`src/pse_pkg.sv`:
```
// constants for the status-extension and bypass register bank
package pse_pkg;
	localparam logic [4:0] ADDR_GIG_ABIL = 5'h0f;
	localparam logic [4:0] ADDR_FX_STAT = 5'h10;
	localparam logic [4:0] ADDR_GIG_STAT = 5'h11;
	localparam logic [4:0] ADDR_BYPASS = 5'h12;
	localparam logic [15:0] GIG_ABIL_VAL = 16'h3000;
	localparam logic [15:0] CTRL_RST = 16'h0088;
	localparam logic [15:0] CTRL_STICKY = 16'h00fa;
	localparam logic [15:0] CTRL_WR_MASK = 16'hfefe;
	localparam int FX_FLAGS = 6;
	localparam int GIG_FLAGS = 7;
	// flag bank indexes, shared by both banks except FLG_CARRIER_EXT, which only the gigabit bank has
	localparam int FLG_END_DELIM = 0;
	localparam int FLG_START_DELIM = 1;
	localparam int FLG_TX_ERR = 2;
	localparam int FLG_RX_ERR = 3;
	localparam int FLG_DISC = 4;
	localparam int FLG_LOCK_ERR = 5;
	localparam int FLG_CARRIER_EXT = 6;
	// status word bit positions
	localparam int BIT_DESC_LOCK = 15;
	localparam int BIT_LOCK_ERR = 14;
	localparam int BIT_DISC = 13;
	localparam int BIT_LINK = 12;
	localparam int BIT_RX_ERR = 11;
	localparam int BIT_TX_ERR = 10;
	localparam int BIT_START_DELIM = 9;
	localparam int BIT_END_DELIM = 8;
	localparam int BIT_CARRIER_EXT = 7;
	localparam int BIT_QUIRK = 6;
	localparam int BIT_XOVER = 5;
	// bypass control bit positions
	localparam int CB_TX_DIS = 15;
	localparam int CB_CODER = 14;
	localparam int CB_SCRAMBLER = 13;
	localparam int CB_DESCRAMBLER = 12;
	localparam int CB_PCS_RX = 11;
	localparam int CB_PCS_TX = 10;
	localparam int CB_LINK_FAIL_INHIBIT = 9;
	localparam int CB_XOVER_FORCED = 7;
	localparam int CB_QUIRK_DIS = 6;
	localparam int CB_PAIR_SWAP = 5;
	localparam int CB_POLARITY = 4;
	localparam int CB_PAR_DETECT = 3;
	localparam int CB_PULSE_SHAPE = 2;
	localparam int CB_AUTO_NP = 1;
endpackage

```
`src/pse_links_if.sv`:
```
// interfaces between the register bank and its flag and control helpers
`timescale 1ns/1ps
interface pse_flag_if #(parameter int W = 6);
	logic [W-1:0] event_in;
	logic clr;
	logic [W-1:0] flags;
	modport bank (input event_in, input clr, output flags);
	modport user (output event_in, output clr, input flags);
endinterface

interface pse_ctrl_if;
	logic wr;
	logic [15:0] wrData;
	logic swReset;
	logic stickyEn;
	logic [15:0] value;
	modport reg_side (input wr, input wrData, input swReset, input stickyEn, output value);
	modport user (output wr, output wrData, output swReset, output stickyEn, input value);
endinterface

```
`src/pse_status_bank.sv`:
```
// status-extension and bypass control registers 15 to 18 of one copper port
`timescale 1ns/1ps
// What this block does
// register 15 bit 13 reads one: gigabit full duplex capable
// register 15 bit 12 reads one: gigabit half duplex; other bits zero
// register 16 bit 15 live descrambler lock, bit 14 latched lock error
// register 16 bit 13 latches a 100 Mb link disconnect
// register 16 bit 12 shows 100 Mb link active now
// register 16 bits 11 to 8 latch rx, tx, start and end delimiter errors
// register 17 bit 15 gigabit descrambler lock, bit 14 latched lock error
// register 17 bit 13 latches gigabit disconnect, bit 12 live link
// register 17 bits 11 to 7 latch gigabit errors incl. carrier extension
// register 17 bit 6 quirky partner seen, bit 5 crossover error
// register 18 bits 15 to 10: tx disable and pcs sub-block bypasses
// register 18 bit 9 skips the link fail inhibit timer
// register 18 bit 7, default one, blocks crossover fixing at forced speed
// register 18 bit 6 stops quirky partner detection and its flag
// register 18 bit 5 stops pair swap correction under autonegotiation
// register 18 bit 4 stops polarity correction on all subchannels
// register 18 bit 3, default one, parallel detect honours advertisement
// register 18 bit 2 disables the transmit pulse shaping filter
// register 18 bit 1 hands next page exchange to the host
// host then sends next pages and forces the resolved setup
// sticky bits survive software reset while sticky reset is enabled
// latched flags stay set until their register is read or a software reset
// reserved bits read zero and ignore writes
module pse_status_bank
(
	input wire logic clk_sys,
	input wire logic arst_n,
	input wire logic swReset,
	input wire logic stickyResetEn,
	input wire logic [4:0] regAddr,
	input wire logic [15:0] regWrData,
	input wire logic regWr,
	input wire logic regRd,
	output logic [15:0] rdData_ff,
	output logic rdValid_ff,
	input wire logic fxDescLocked,
	input wire logic fxLinkUp,
	input wire logic [5:0] fxEvent,
	input wire logic gigDescLocked,
	input wire logic gigLinkUp,
	input wire logic [6:0] gigEvent,
	input wire logic partnerQuirkSeen,
	input wire logic crossoverErrSeen,
	input wire logic basePageDone,
	input wire logic anRestart,
	output logic txDisable,
	output logic nibbleSymbolCoderBypass,
	output logic scramblerBypass,
	output logic descramblerBypass,
	output logic pcsRxBypass,
	output logic pcsTxBypass,
	output logic linkFailInhibitTimerBypass,
	output logic forcedCrossoverDisable,
	output logic quirkDetectDisable,
	output logic pairSwapCorrDisable,
	output logic polarityCorrDisable,
	output logic parallelDetectHonourAdv,
	output logic pulseShapeDisable,
	output logic autoNextPageDisable,
	output logic npHostOwned_ff
);
	pse_flag_if #(.W(pse_pkg::FX_FLAGS)) fxFl ();
	pse_flag_if #(.W(pse_pkg::GIG_FLAGS)) gigFl ();
	pse_ctrl_if ctl ();

	logic rdFx;
	logic rdGig;
	logic wrBypass;
	logic addrHit;
	logic [15:0] fxWord;
	logic [15:0] gigWord;
	logic [15:0] nxt_rdData;

	assign rdFx = regRd && (regAddr == pse_pkg::ADDR_FX_STAT);
	assign rdGig = regRd && (regAddr == pse_pkg::ADDR_GIG_STAT);
	assign wrBypass = regWr && (regAddr == pse_pkg::ADDR_BYPASS);
	assign addrHit = (regAddr == pse_pkg::ADDR_GIG_ABIL) ||
		(regAddr == pse_pkg::ADDR_FX_STAT) ||
		(regAddr == pse_pkg::ADDR_GIG_STAT) ||
		(regAddr == pse_pkg::ADDR_BYPASS);

	// event flags: read of the owning register or software reset clears them
	assign fxFl.event_in = fxEvent;
	assign fxFl.clr = rdFx || swReset;
	assign gigFl.event_in = gigEvent;
	assign gigFl.clr = rdGig || swReset;

	pse_sc_flags #(.W(pse_pkg::FX_FLAGS)) uFxFlags
	(
		.clk_sys(clk_sys),
		.arst_n(arst_n),
		.fl(fxFl)
	);

	pse_sc_flags #(.W(pse_pkg::GIG_FLAGS)) uGigFlags
	(
		.clk_sys(clk_sys),
		.arst_n(arst_n),
		.fl(gigFl)
	);

	// writes to registers 15 to 17 fall on no storage and are dropped
	assign ctl.wr = wrBypass;
	assign ctl.wrData = regWrData;
	assign ctl.swReset = swReset;
	assign ctl.stickyEn = stickyResetEn;

	pse_ctrl_reg uCtrl
	(
		.clk_sys(clk_sys),
		.arst_n(arst_n),
		.cr(ctl)
	);

	// 100 Mb status word
	always_comb
	begin
		fxWord = '0;
		fxWord[pse_pkg::BIT_DESC_LOCK] = fxDescLocked;
		fxWord[pse_pkg::BIT_LOCK_ERR] = fxFl.flags[pse_pkg::FLG_LOCK_ERR];
		fxWord[pse_pkg::BIT_DISC] = fxFl.flags[pse_pkg::FLG_DISC];
		fxWord[pse_pkg::BIT_LINK] = fxLinkUp;
		fxWord[pse_pkg::BIT_RX_ERR] = fxFl.flags[pse_pkg::FLG_RX_ERR];
		fxWord[pse_pkg::BIT_TX_ERR] = fxFl.flags[pse_pkg::FLG_TX_ERR];
		fxWord[pse_pkg::BIT_START_DELIM] = fxFl.flags[pse_pkg::FLG_START_DELIM];
		fxWord[pse_pkg::BIT_END_DELIM] = fxFl.flags[pse_pkg::FLG_END_DELIM];
	end

	// gigabit status word, same layout plus carrier extension and partner bits
	always_comb
	begin
		gigWord = '0;
		gigWord[pse_pkg::BIT_DESC_LOCK] = gigDescLocked;
		gigWord[pse_pkg::BIT_LOCK_ERR] = gigFl.flags[pse_pkg::FLG_LOCK_ERR];
		gigWord[pse_pkg::BIT_DISC] = gigFl.flags[pse_pkg::FLG_DISC];
		gigWord[pse_pkg::BIT_LINK] = gigLinkUp;
		gigWord[pse_pkg::BIT_RX_ERR] = gigFl.flags[pse_pkg::FLG_RX_ERR];
		gigWord[pse_pkg::BIT_TX_ERR] = gigFl.flags[pse_pkg::FLG_TX_ERR];
		gigWord[pse_pkg::BIT_START_DELIM] = gigFl.flags[pse_pkg::FLG_START_DELIM];
		gigWord[pse_pkg::BIT_END_DELIM] = gigFl.flags[pse_pkg::FLG_END_DELIM];
		gigWord[pse_pkg::BIT_CARRIER_EXT] = gigFl.flags[pse_pkg::FLG_CARRIER_EXT];
		// gated here too so a detector that lags the disable never shows through
		gigWord[pse_pkg::BIT_QUIRK] = partnerQuirkSeen &&
			!ctl.value[pse_pkg::CB_QUIRK_DIS];
		gigWord[pse_pkg::BIT_XOVER] = crossoverErrSeen;
	end

	always_comb
	begin
		case (regAddr)
			pse_pkg::ADDR_GIG_ABIL: nxt_rdData = pse_pkg::GIG_ABIL_VAL;
			pse_pkg::ADDR_FX_STAT: nxt_rdData = fxWord;
			pse_pkg::ADDR_GIG_STAT: nxt_rdData = gigWord;
			pse_pkg::ADDR_BYPASS: nxt_rdData = ctl.value;
			default: nxt_rdData = '0;
		endcase
	end

	// read data is captured in the same cycle that clears the flags,
	// so the host sees the events up to and including the previous cycle
	always_ff @(posedge clk_sys or negedge arst_n)
	begin
		if (!arst_n)
		begin
			rdData_ff <= '0;
			rdValid_ff <= 1'b0;
		end
		else
		begin
			rdValid_ff <= regRd && addrHit;
			if (regRd && addrHit)
				rdData_ff <= nxt_rdData;
		end
	end

	// next page hand-over: the host owns the exchange after the base page
	always_ff @(posedge clk_sys or negedge arst_n)
	begin
		if (!arst_n)
			npHostOwned_ff <= 1'b0;
		else if (basePageDone && ctl.value[pse_pkg::CB_AUTO_NP])
			npHostOwned_ff <= 1'b1;
		else if (anRestart || swReset)
			npHostOwned_ff <= 1'b0;
	end

	// control outputs come straight from the control flip-flops
	assign txDisable = ctl.value[pse_pkg::CB_TX_DIS];
	assign nibbleSymbolCoderBypass = ctl.value[pse_pkg::CB_CODER];
	assign scramblerBypass = ctl.value[pse_pkg::CB_SCRAMBLER];
	assign descramblerBypass = ctl.value[pse_pkg::CB_DESCRAMBLER];
	assign pcsRxBypass = ctl.value[pse_pkg::CB_PCS_RX];
	assign pcsTxBypass = ctl.value[pse_pkg::CB_PCS_TX];
	assign linkFailInhibitTimerBypass = ctl.value[pse_pkg::CB_LINK_FAIL_INHIBIT];
	assign forcedCrossoverDisable = ctl.value[pse_pkg::CB_XOVER_FORCED];
	assign quirkDetectDisable = ctl.value[pse_pkg::CB_QUIRK_DIS];
	assign pairSwapCorrDisable = ctl.value[pse_pkg::CB_PAIR_SWAP];
	assign polarityCorrDisable = ctl.value[pse_pkg::CB_POLARITY];
	assign parallelDetectHonourAdv = ctl.value[pse_pkg::CB_PAR_DETECT];
	assign pulseShapeDisable = ctl.value[pse_pkg::CB_PULSE_SHAPE];
	assign autoNextPageDisable = ctl.value[pse_pkg::CB_AUTO_NP];
endmodule

```
`src/pse_sc_flags.sv`:
```
// bank of self-clearing event flags, cleared by a read of their register
`timescale 1ns/1ps
module pse_sc_flags #(parameter int W = 6)
(
	input wire logic clk_sys,
	input wire logic arst_n,
	pse_flag_if.bank fl
);
	logic [W-1:0] flags_ff;

	// a new event wins over the clear of the same cycle
	always_ff @(posedge clk_sys or negedge arst_n)
	begin
		if (!arst_n)
			flags_ff <= '0;
		else
			flags_ff <= fl.event_in | (flags_ff & ~{W{fl.clr}});
	end

	assign fl.flags = flags_ff;
endmodule

```
`src/pse_ctrl_reg.sv`:
```
// bypass control word with sticky bits kept over software reset
`timescale 1ns/1ps
module pse_ctrl_reg
(
	input wire logic clk_sys,
	input wire logic arst_n,
	pse_ctrl_if.reg_side cr
);
	logic [15:0] ctrl_ff;
	logic [15:0] nxt_ctrl;

	// software reset takes priority over a write in the same cycle
	always_comb
	begin
		nxt_ctrl = ctrl_ff;
		if (cr.swReset)
		begin
			if (cr.stickyEn)
				nxt_ctrl = (ctrl_ff & pse_pkg::CTRL_STICKY) |
					(pse_pkg::CTRL_RST & ~pse_pkg::CTRL_STICKY);
			else
				nxt_ctrl = pse_pkg::CTRL_RST;
		end
		else if (cr.wr)
			nxt_ctrl = cr.wrData & pse_pkg::CTRL_WR_MASK;
	end

	always_ff @(posedge clk_sys or negedge arst_n)
	begin
		if (!arst_n)
			ctrl_ff <= pse_pkg::CTRL_RST;
		else
			ctrl_ff <= nxt_ctrl;
	end

	assign cr.value = ctrl_ff;
endmodule

```
`config.mk`:
```
export PLATFORM = sky130hd
export DESIGN_NAME = pse_status_bank
export DESIGN_NICKNAME = d
export VERILOG_FILES = /design/src/pse_pkg.sv /design/src/pse_links_if.sv /design/src/pse_status_bank.sv /design/src/pse_sc_flags.sv /design/src/pse_ctrl_reg.sv
export SDC_FILE = /design/constraint.sdc
export NUM_CORES = 1
export LEC_CHECK = 0
export BUFFER_PORTS_ARGS = -buffer_cell sky130_fd_sc_hd__buf_2
export CAP_MARGIN = 0
export CORE_ASPECT_RATIO = 0.8
export CORE_MARGIN = 2
export CORE_UTILIZATION = 49
export DETAILED_ROUTE_END_ITERATION = 6
export PLACE_DENSITY = 0.79
export SLEW_MARGIN = 20
export SYNTH_ARGS = -nofsm -noshare
export SYNTH_HDL_FRONTEND = slang
export SYNTH_SLANG_ARGS = --single-unit
```
`constraint.sdc`:
```
create_clock -name clk_sys -period 1.45 [get_ports clk_sys]
set_input_delay 0.29 -clock clk_sys [delete_from_list [all_inputs] [get_ports clk_sys]]
set_output_delay 0.29 -clock clk_sys [all_outputs]
set_load 0.02 [all_outputs]
```
== After elaboration in Yosys (flattened, before gate mapping) ==
Index checks and enable logic that the tools add are counted.
Storage, ports and cells
  bits in registers: 47
  bits of input ports: 48
  logic and storage cells: 40
Operators by class
  equal/unequal tests: 5
  mux-type cells: 6
  bitwise logic cells: 6
  reductions and logical operators: 16
Operator list (number)
  16-bit case mux with 4 select lines: 1
  16-bit two-way mux: 2
  5-bit equality test (second input constant): 3
  8-bit two-way mux: 1
  7-bit AND: 1
  7-bit NOT: 1
  7-bit bitwise OR: 1
  6-bit AND: 1
  1-bit logical AND: 6
  1-bit logical OR: 6
  6-bit NOT: 1
  6-bit bitwise OR: 1
  5-bit by 4-bit equality test with 1-bit output (second input constant): 1
  2-bit nonzero test: 2
  1-bit two-way mux: 2
  2-bit != test (second input constant): 1
  2-bit AND reduction: 1
  1-bit zero test: 1

== Depth between registers and ports, before layout ==
Gate-level depths: netlist of the first run.
  word-level depth: 6
  mapped depth: 6
  depth with buffers taken out: 3

== By module ==
Synthesis of the first run repeated with hierarchy kept, for this count alone.
Second synthesis, totals
  cells, all modules: 170
  area total of the unflattened synthesis: 2097.0 um^2
By module, submodules not included
  pse_status_bank: times used 1, cells each 88, area each 1021.0 um^2, seq. area each 450.4 um^2
  pse_ctrl_reg: times used 1, cells each 54, area each 645.6 um^2, seq. area each 352.8 um^2
  pse_sc_flags at uGigFlags: times used 1, cells each 15, area each 231.5 um^2, seq. area each 175.2 um^2
  pse_sc_flags at uFxFlags: times used 1, cells each 13, area each 198.9 um^2, seq. area each 150.1 um^2

== Least setup slack after synthesis of the first run ==
Ideal clock, no wire load.
  path type: input-to-reg
  start: input port regAddr[3]
  end: register rdData_ff[2]
  arrival time: 1.323 ns
  required time: 1.322 ns
  path slack: 0.000 ns
  cell stages on the path: 4
  path buffers: 1
  cells stage by stage: and4bb_1 -> o2bb2ai_2 -> buf_4 -> mux2_1
On the way
  longest elaborated chain between the ends: 5
Ends and longest elaborated chain
  from (decl): RTL line pse_status_bank.sv:33  | input wire logic [4:0] regAddr,
  5-bit by 4-bit equality test with 1-bit output or 5-bit equality test (tied branches): RTL line pse_status_bank.sv:80, pse_status_bank.sv:153, pse_status_bank.sv:81
  1-bit logical OR: RTL line pse_status_bank.sv:80  | assign addrHit = (regAddr == pse_pkg::ADDR_GIG_ABIL) ||
  1-bit logical OR: RTL line pse_status_bank.sv:81  | (regAddr == pse_pkg::ADDR_FX_STAT) ||
  1-bit logical OR: RTL line pse_status_bank.sv:82  | (regAddr == pse_pkg::ADDR_GIG_STAT) ||
  1-bit logical AND: RTL line pse_status_bank.sv:174  | if (regRd && addrHit)
  to (signal assigned): RTL line pse_status_bank.sv:175  | rdData_ff <= nxt_rdData;
  to (decl): RTL line pse_status_bank.sv:37  | output logic [15:0] rdData_ff,
Parallel ways exist; a longest one is shown, timed or not.
A chain may end at the register's enable or synchronous reset.

== Final worst setup path of the first run ==
  start: register uCtrl.ctrl_ff[7], in the netlist uCtrl.cr.value[7]
  end: output port forcedCrossoverDisable
RTL lines
  from (decl): RTL line pse_ctrl_reg.sv:9  | logic [15:0] ctrl_ff;
  from (signal assigned): RTL line pse_ctrl_reg.sv:31  | ctrl_ff <= pse_pkg::CTRL_RST;
  from (signal assigned): RTL line pse_ctrl_reg.sv:33  | ctrl_ff <= nxt_ctrl;
  to (decl): RTL line pse_status_bank.sv:56  | output logic forcedCrossoverDisable,
No word-level cell between the ends.

==> results summary, run 1 <==
The proportion of synthesized area in mux cells came out at 12.5%. At the worst endpoint, the required time is 1160 ps. The count of cell types in the netlist is 36.

The largest stage delay on the critical path is approximately 560 ps. The register bit total from synthesis came out at 44. The buffer levels on the longest clock path came out at 2. The critical path buffer and inverter count came out at 1. STA classifies the critical path endpoint as a primary output. The placed instances occupy a cell area of about 2600 um2. The number of global-route vias before repair came out at 1754. The final core area utilization is 66.2%. The xor-xnor portion of the synthesized cell area is 0%. The clock transition at the registers of the reported paths came out at 70 ps. For this design the static power due to leakage is between 1 and 1.5 nW. The global-route usage over all layers is between 20% and 30%. The signal on the critical path passes through buf_2. The worst hold slack is about 180 ps. The net count of the finished layout is roughly 320. The category of the worst setup path launch point is a flip-flop.

In the layout the commonest cells are 76 x buf_2, 42 x dfrtp_1, 18 x buf_4. Entering global routing, the biggest net connects between 40 and 50 pins. The clock tree from TritonCTS is done.

The area used by sequential logic in the layout is about 1100 um2. Following the worst setup path forward leads to its endpoint at forcedCrossoverDisable. In this run the critical register-to-register path is launched from uCtrl.cr.value[14].

The peak ir drop on the vdd network came out at roughly 660 uV. The class of the worst hold path is primary input to flip-flop. The cell depth of the worst setup path came out at 1. The tree built by TritonCTS fans out to 44 sinks. The post-synthesis net count is 232.

The total of buffers placed on input and output ports is 76. The worst register-to-register path has a depth of 3. The initial cell density of the core is 50.8%. The cell area after synthesis is 2110 um2. In the final routed layout, each cell accounts on average for about 15 um. The overall via count from detail_route came out at around 1800. In the routed design, unresolved DRC markers number 0. The endpoint identified for the worst register-to-register timing path is rdData_ff[14]. The total design power is approximately 0.0025 W.

The total congestion overflow is 0. After technology mapping, the gate count stands at roughly 180. The post-cts resize count is 0. Setup total negative slack on the finished layout was measured at 0 ps. The flow ran to the end, and the final reports show no timing, DRC or antenna violations. Once detail routing completed, the nets flagged for antenna violations numbered 0. The height of the die came out at approximately 63 um. The number of antenna violations at the first check in global routing came out at 0. The number of detailed-route iterations in the first pass is 4. The congestion estimate from routability-driven global placement came to just under 0.8. The H-tree generated during clock tree synthesis spans 2 levels.

Summing all multi-input logic gate instances after layout gives slightly above 900 um2. Setup repair after global routing left no endpoint under its margin. The horizontal die dimension is approximately 77 um. The wire length of the first global-routing pass is 8.40 mm.

For this run, the leading register cell type out of synthesis is dfrtp_1. The highest achievable clock rate came out at 0.770 GHz. The layout-stage area growth over the synthesis result came out at 30.3%.

The largest individual stage delay along the critical path comes from the cell dfstp_2. The number of placement rows came out at 21. The area of the core came out at ~4200 um2. Of all flip-flops after synthesis, the portion carrying an async set or reset was 100%.

Counting the fill cells in the layout gives 354. The mean post-synth cell area came out at 11.5 um2. The critical path start-end classification is flip-flop to primary output. For this block, the initial DRC count from the detailed router was just over 80. The count of warnings emitted by yosys came out at 0.

After clock tree synthesis, the setup repair step added 0 buffers. Counting flops with a built-in enable in the synthesized netlist gives 0. The antenna diode count came out at 0.

The final period utilization came out at 89.6%. The number of endpoints failing setup at the final stage is 0. For this run, the register share of the synthesized area comes to around 52%. The total routed wirelength came out at slightly below 5 mm.

The clock arrives with 7.07 ps of skew. The complex-gate fraction of the synthesized area came out at 15.0%. The via-per-instance ratio is approximately 5.5. The share of layout cells above drive strength 1 came out at 42.5%.

The clock insertion delay at the later pin of the skew report is roughly 290 ps. The signal arrival time at the worst endpoint is between 1000 and 1500 ps. The slack of the worst reg-to-reg path is roughly 190 ps. The number of pins with negative max-slew slack in the final report is 0. At the pin with the least slew margin, the transition time is between 700 and 800 ps.

Along the worst path, the maximum fanout reaches 4. Broken down by cell family, the worst path's largest delay share belongs to flip-flops. The synthesized netlist devotes between 15 and 20% of its cell area to simple gates. Tracing the worst setup path back leads to its startpoint at uCtrl.cr.value[7]. The number of top-level pins came out at 80. The number of buffers inserted during clock tree synthesis came out at 5.

The post-layout minimum cycle time came out at ~1300 ps. The relative slew slack came out at between 40% and 50%. The hold violation total from the final report came out at 0. The detailed placement HPWL came out at around 3.7 mm.

The number of hold buffers added after CTS was 1. The buffer type at the clock tree root is clkbuf_8. By area, the combinational part of the netlist is dominated by simple AND/OR/NAND/NOR gates. In this run the power density over the cells is approximately 900 nW/um2. The most frequent standard cell in the layout excluding fill and tap cells is buf_2. The area share of fa/ha/maj cells after synthesis is 0%.

With fillers left out, the area of the finished cells amounts to around 2700 um2. The number of max-cap violations is 0. The die covers slightly below 5000 um2.
## per-stage QoR
stage          worst slack (ps)  std cells
2_1_floorplan              2.76        184
3_3_place_gp              -55.4        323
3_5_place_dp              -79.7        323
4_1_cts                     142        332
5_1_grt                     112        332
6_report                    151        332
## where the power goes
group          switching, W  internal [W]  leakage [nW]
combinational      0.000200      0.000169         0.814
clock              0.000387      0.000389        0.0455
sequential        0.0000326       0.00128         0.560
total              0.000620       0.00184          1.42
## registers in the layout, indices dropped and copies added (netlist names)
| signal | flops |
|---|---|
| uGigFlags.fl.flags | 7 |
| uCtrl.cr.value | 14 |
| npHostOwned_ff | 1 |
| rdData_ff | 15 |
| uFxFlags.fl.flags | 6 |
| rdValid_ff | 1 |
## Yosys cell counts (6+ instances only)
| master | number | share of area [%] |
|---|---|---|
| dfrtp_1 | 42 | 50 |
| a21o_1 | 13 | 4.6 |
| nand3_1 | 13 | 3.1 |
| a21oi_1 | 12 | 2.9 |
| mux2_2 | 11 | 5.9 |
| o21ai_0 | 10 | 2.4 |
| mux2_1 | 8 | 4.3 |
| nand3b_1 | 7 | 2.5 |
| and3_1 | 6 | 1.8 |
| buf_2 | 6 | 1.4 |
## area by class of cell
| type | count | share of cell area (%) |
|---|---|---|
| Timing Repair Buffer | 96 | 19.9 |
| Sequential cell | 44 | 40.2 |
| Multi-Input combinational cell | 125 | 33.8 |
| Clock buffer | 8 | 3.28 |
| Tap cell | 57 | 2.60 |
| Inverter | 2 | 0.273 |
## layer usage
layer,vias to the layer above,global-route usage (%),share of wire [%]
met5,-,0,0
met4,0,6.47,1.1
met3,6,5.35,6.8
met2,66,34.3,48
met1,881,31.2,44
li1,858,-,-
## worst min path at each step
stage	startpoint	to	cells past startpoint	slack (ps)
5_1_grt	fxEvent[5]	uFxFlags.fl.flags[5]	2	160
6_report	fxEvent[4]	uFxFlags.fl.flags[4]	2	180
4_1_cts	gigEvent[3]	uGigFlags.fl.flags[3]	2	170
3_5_place_dp	arst_n	rdData_ff[4]	2	290
2_1_floorplan	arst_n	npHostOwned_ff	0	-6
3_3_place_gp	arst_n	rdData_ff[4]	2	280
## cell families after synthesis
group | after synthesis
AO/OA/AOI/OAI | 46
buffers and inverters | 15
flip-flops | 44
multiplexers | 24
other | 1
AND/OR/NAND/NOR | 54
Note: power is estimated with default switching activity, not from simulation.
==> run 2: changes to the inputs <==
--- a/config.mk
+++ b/config.mk
@@ -9,10 +9,11 @@
 export CAP_MARGIN = 0
 export CORE_ASPECT_RATIO = 0.8
 export CORE_MARGIN = 2
-export CORE_UTILIZATION = 49
+export CORE_UTILIZATION = 48
 export DETAILED_ROUTE_END_ITERATION = 6
-export PLACE_DENSITY = 0.79
+export PLACE_DENSITY = 0.78
 export SLEW_MARGIN = 20
 export SYNTH_ARGS = -nofsm -noshare
 export SYNTH_HDL_FRONTEND = slang
+export SYNTH_HIERARCHICAL = 1
 export SYNTH_SLANG_ARGS = --single-unit
==> run 2 against run 1 <==
  * Core utilization down 0.41 points
  * Sequential cell count up 1
  * Final cell count down 4.5%
  * Sequential power up 3%
  * Synthesized area down 0.48%
  * Clock power up 21%
  * Fmax down 0.98%
  * Sequential share of layout area up 0.65 points
  * Power up 8.7%
  * Synthesized cell count down 7.6%
  * Critical endpoint is now parallelDetectHonourAdv
==> results summary, run 2 <==
The share of layout cells above drive strength 1 is 46.9% (was 42.5%). The multi-input combinational cell area came out at 861 um2 (was 928 um2). The hold violation total from the final report was 0 (unchanged). The worst-case clock skew is 9.82 ps (was 7.07 ps). The instance count of the mapped netlist came out at 170 (was 184). The clock sink total is 45 (was 44). The number of antenna violations at the first check in global routing was 0 (unchanged). The count of cells along the worst hold path came out at 2 (unchanged). The total of buffers placed on input and output ports came to 77 (was 76). The clock insertion delay at the later pin of the skew report was 300 ps (was 290 ps). RSZ-0062 raised after global routing: no (unchanged). The endpoint kind of the worst setup timing path is a primary output (unchanged). The startpoint of the tightest hold check path is fxEvent[1] (was fxEvent[4]). The number of top-level pins is 80 (unchanged). The layout-stage area growth over the synthesis result is 31.8% (was 30.3%). The count of antenna-violating nets left after detailed routing is 0 (unchanged). The end point of the worst hold path was uFxFlags/fl.flags[1] (was uFxFlags.fl.flags[4]). The height of the die is 63.1 um (was 62.7 um). The internal power summed over all cells is 0.00201 W (was 0.00184 W). The most frequent standard cell in the layout excluding fill and tap cells is buf_2 (unchanged). The DRC violation count after routing came to 0 (unchanged). The initial cell density of the core was 49.9% (was 50.8%).

The count of routing violations after the opening detailed-route iteration is 36 (was 81). Commonest cells in the netlist: 43 x dfrtp_1, 23 x mux2i_1, 13 x a21o_1 (was 42 x dfrtp_1, 13 x a21o_1, 13 x nand3_1). The flip-flop count of the largest register, all copies and words added came to 16 (was 15). The most common cell in the synthesized netlist is dfrtp_1 (unchanged).

The number of pins with negative max-slew slack in the final report came out at 0 (unchanged). The highest achievable clock rate came out at 0.762 GHz (was 0.770 GHz). The cell count of the worst reg-to-reg path was 3 (unchanged).

The peak ir drop on the vdd network came out at 747 uV (was 663 uV). The horizontal die dimension is 77.9 um (was 77.3 um). The via-per-instance ratio was 5.14 (was 5.45). The number of buffers inserted during clock tree synthesis is 5 (unchanged). The buffer type at the clock tree root is clkbuf_8 (unchanged). The startpoint of the worst register-to-register path was uGigFlags/fl.flags[4] (was uCtrl.cr.value[14]). The final layout net count is 307 (was 322). The area of the core is 4200 um2 (was 4150 um2). The net switching share of the total power was 24.8% (was 25.2%). The final period utilization is 90.5% (was 89.6%). The clock transition at the registers of the reported paths is 90 ps (was 70 ps). The largest register by flop count is rdData_ff (unchanged). The fraction of synthesis flops using an asynchronous set or reset pin is 100% (unchanged). The setup TNS after final layout is 0 ps (unchanged). The signal arrival time at the worst endpoint came out at 1020 ps (was 1010 ps). The total design power came to 0.00267 W (was 0.00246 W). The power density normalized to cell area is 968 nW/um2 (was 896 nW/um2).

The detailed placement HPWL is 3.64 mm (was 3.71 mm). Cell-by-cell listing of the critical path: buf_2 (unchanged). The slack of the worst reg-to-reg path was 340 ps (was 190 ps). The total congestion overflow came out at 0 (unchanged). The register bit total from synthesis came out at 45 (was 44). Status: completed (unchanged).

The mean post-synth cell area is 12.3 um2 (was 11.5 um2). The power share of the clock group is 35.1% (was 31.5%). The average wire per cell in the routed design came out at 15.3 um (was 15.0 um). The number of placement rows is 21 (unchanged). The H-tree depth came out at 2 (unchanged). The critical path's slowest cell is dfstp_2 (unchanged). The pin count of the biggest net entering global routing came out at 27 (was 45).

The proportion of synthesized chip area in sequential cells is 53.8% (was 52.4%). The cell type group with the largest total delay on the critical path is flip-flops (unchanged). The placement-stage cell area is 2640 um2 (was 2650 um2). The area share of the largest cell type after synthesis came out at 51.3% (was 49.9%). The number of endpoints failing setup at the final stage is 0 (unchanged). The number of placed cells counting well taps is 308 (was 323). The largest stage delay on the critical path came to 560 ps (about the same).

The critical path buffer and inverter count came out at 1 (unchanged). The portion of total power attributed to sequential cells was 50.9% (was 53.5%). The layout filler cell count is 341 (was 354). The required time of the worst setup path is 1160 ps (about the same).

The number of standard cells in the layout, taps in and fillers out came out at 317 (was 332). The clock tree from TritonCTS is done (unchanged). The final core area utilization was 65.7% (was 66.2%).

The overall via count from detail_route is 1629 (was 1811). The cell area after synthesis came out at 2100 um2 (was 2110 um2). The library cell with the largest summed area after synthesis is dfrtp_1 (unchanged).

The number of max-cap violations is 0 (unchanged). The buffer levels on the longest clock path is 2 (unchanged). The flip-flop cell with the highest count after synthesis is dfrtp_1 (unchanged). The category of the worst setup path launch point is a flip-flop (unchanged).

The total routed wirelength came out at 4.86 mm (was 4.97 mm). The share of total power in combinational logic is 14.0% (was 15.0%). The antenna diode count came out at 0 (unchanged). The standby leakage power came out at 1.45 nW (was 1.42 nW). The number of synthesized flops with an enable pin is 0 (unchanged).

The switching component of the power is 0.000663 W (was 0.000620 W). The wire length of the first global-routing pass is 7.86 mm (was 8.40 mm). The global-route usage over all layers came out at 21.0% (was 22.2%). The maximum net fanout on the critical path was 4 (unchanged). The routability congestion estimate from global placement is 0.813 (was 0.772). The area enclosed by the die boundary is 4920 um2 (was 4840 um2). The destination of the worst register-to-register timing path was rdData_ff[13] (was rdData_ff[14]). Top library cells by usage in the layout, fill and taps aside: 77 x buf_2, 43 x dfrtp_1, 23 x mux2i_1 (was 76 x buf_2, 42 x dfrtp_1, 18 x buf_4).

Dominant cells by area after synthesis: dfrtp_1 51%, mux2i_1 11%, mux2_2 4.8%, a21o_1 4.7%, o2bb2ai_1 2.9% (was dfrtp_1 50%, mux2_2 5.9%, a21o_1 4.6%, mux2_1 4.3%, nand3_1 3.1%). The number of detailed-route iterations in the first pass is 4 (unchanged). The post-layout minimum cycle time was 1310 ps (was 1300 ps). The final instance area came out at 2760 um2 (was 2750 um2). The area used by sequential logic in the layout came out at 1130 um2 (was 1100 um2). The number of global-route vias before repair came to 1656 (was 1754). The count of cell types in the netlist is 35 (was 36). The count of warnings emitted by yosys came out at 6 (was 0). The class of the worst hold path is primary input to flip-flop (unchanged). The critical path start-end classification is flip-flop to primary output (unchanged).
-- run 2: timing repair --
action,CTS,global route
endpoints found under the setup margin,0,0
hold buffers,1,0
resized for setup,0,0
hold endpoints to repair,17,0
setup buffers,0,0
-- run 2: logic make-up (layout without fill, tap and decap cells) --
kind of cell | Yosys count | count (layout) | synth area share [%]
AO/OA/AOI/OAI | 36 | 36 | 13.2
buffers and inverters | 22 | 111 | 6.44
flip-flops | 45 | 45 | 53.8
multiplexers | 36 | 36 | 18.7
other | 1 | 2 | 0.179
AND/OR/NAND/NOR | 30 | 30 | 7.64
-- run 2: cell type report --
type,count,share of cell area [%]
clock buffer,6,2.63
clock inverter,2,1.40
inverter,11,1.49
multi-input combinational,104,31.1
sequential,45,40.8
tap,57,2.58
timing repair buffer,92,19.9
-- run 2: how the worst max path moves through the flow --
stage,from,endpoint,cells after the start
2_1_floorplan,regAddr[3],uCtrl/cr.value[3],7
3_3_place_gp,regAddr[2],uGigFlags/fl.flags[4],6
3_5_place_dp,regAddr[4],uGigFlags/fl.flags[4],6
4_1_cts,uCtrl/cr.value[7],forcedCrossoverDisable,1
5_1_grt,uCtrl/cr.value[3],parallelDetectHonourAdv,1
6_report,uCtrl/cr.value[3],parallelDetectHonourAdv,1
-- run 2: metrics by stage --
stage / setup slack (ps) / hold slack (ps)
4_1_cts: 127 / 153
3_3_place_gp: -62.5 / 271
5_1_grt: 105 / 161
2_1_floorplan: -148 / -5.59
6_report: 138 / 160
3_5_place_dp: -111 / 277
-- run 2: power by group through the flow --
stage	clock network, W	registers (W)	logic [W]
after floorplan	0	0.00143	0.000145
final	0.000939	0.00136	0.000376
after global routing	0.00101	0.00137	0.000413
after detailed placement	0	0.00138	0.000377
after CTS	0.000954	0.00136	0.000381
after global placement	0	0.00138	0.000370
-- run 2: per-layer routing --
| metal | vias up | wire [um] | global-route usage, % |
|---|---|---|---|
| met5 | - | 0 | 0 |
| met1 | 786 | 2250 | 28.6 |
| met2 | 59 | 2240 | 33.9 |
| met3 | 7 | 306 | 4.87 |
| li1 | 777 | - | - |
| met4 | 0 | 57 | 5.92 |
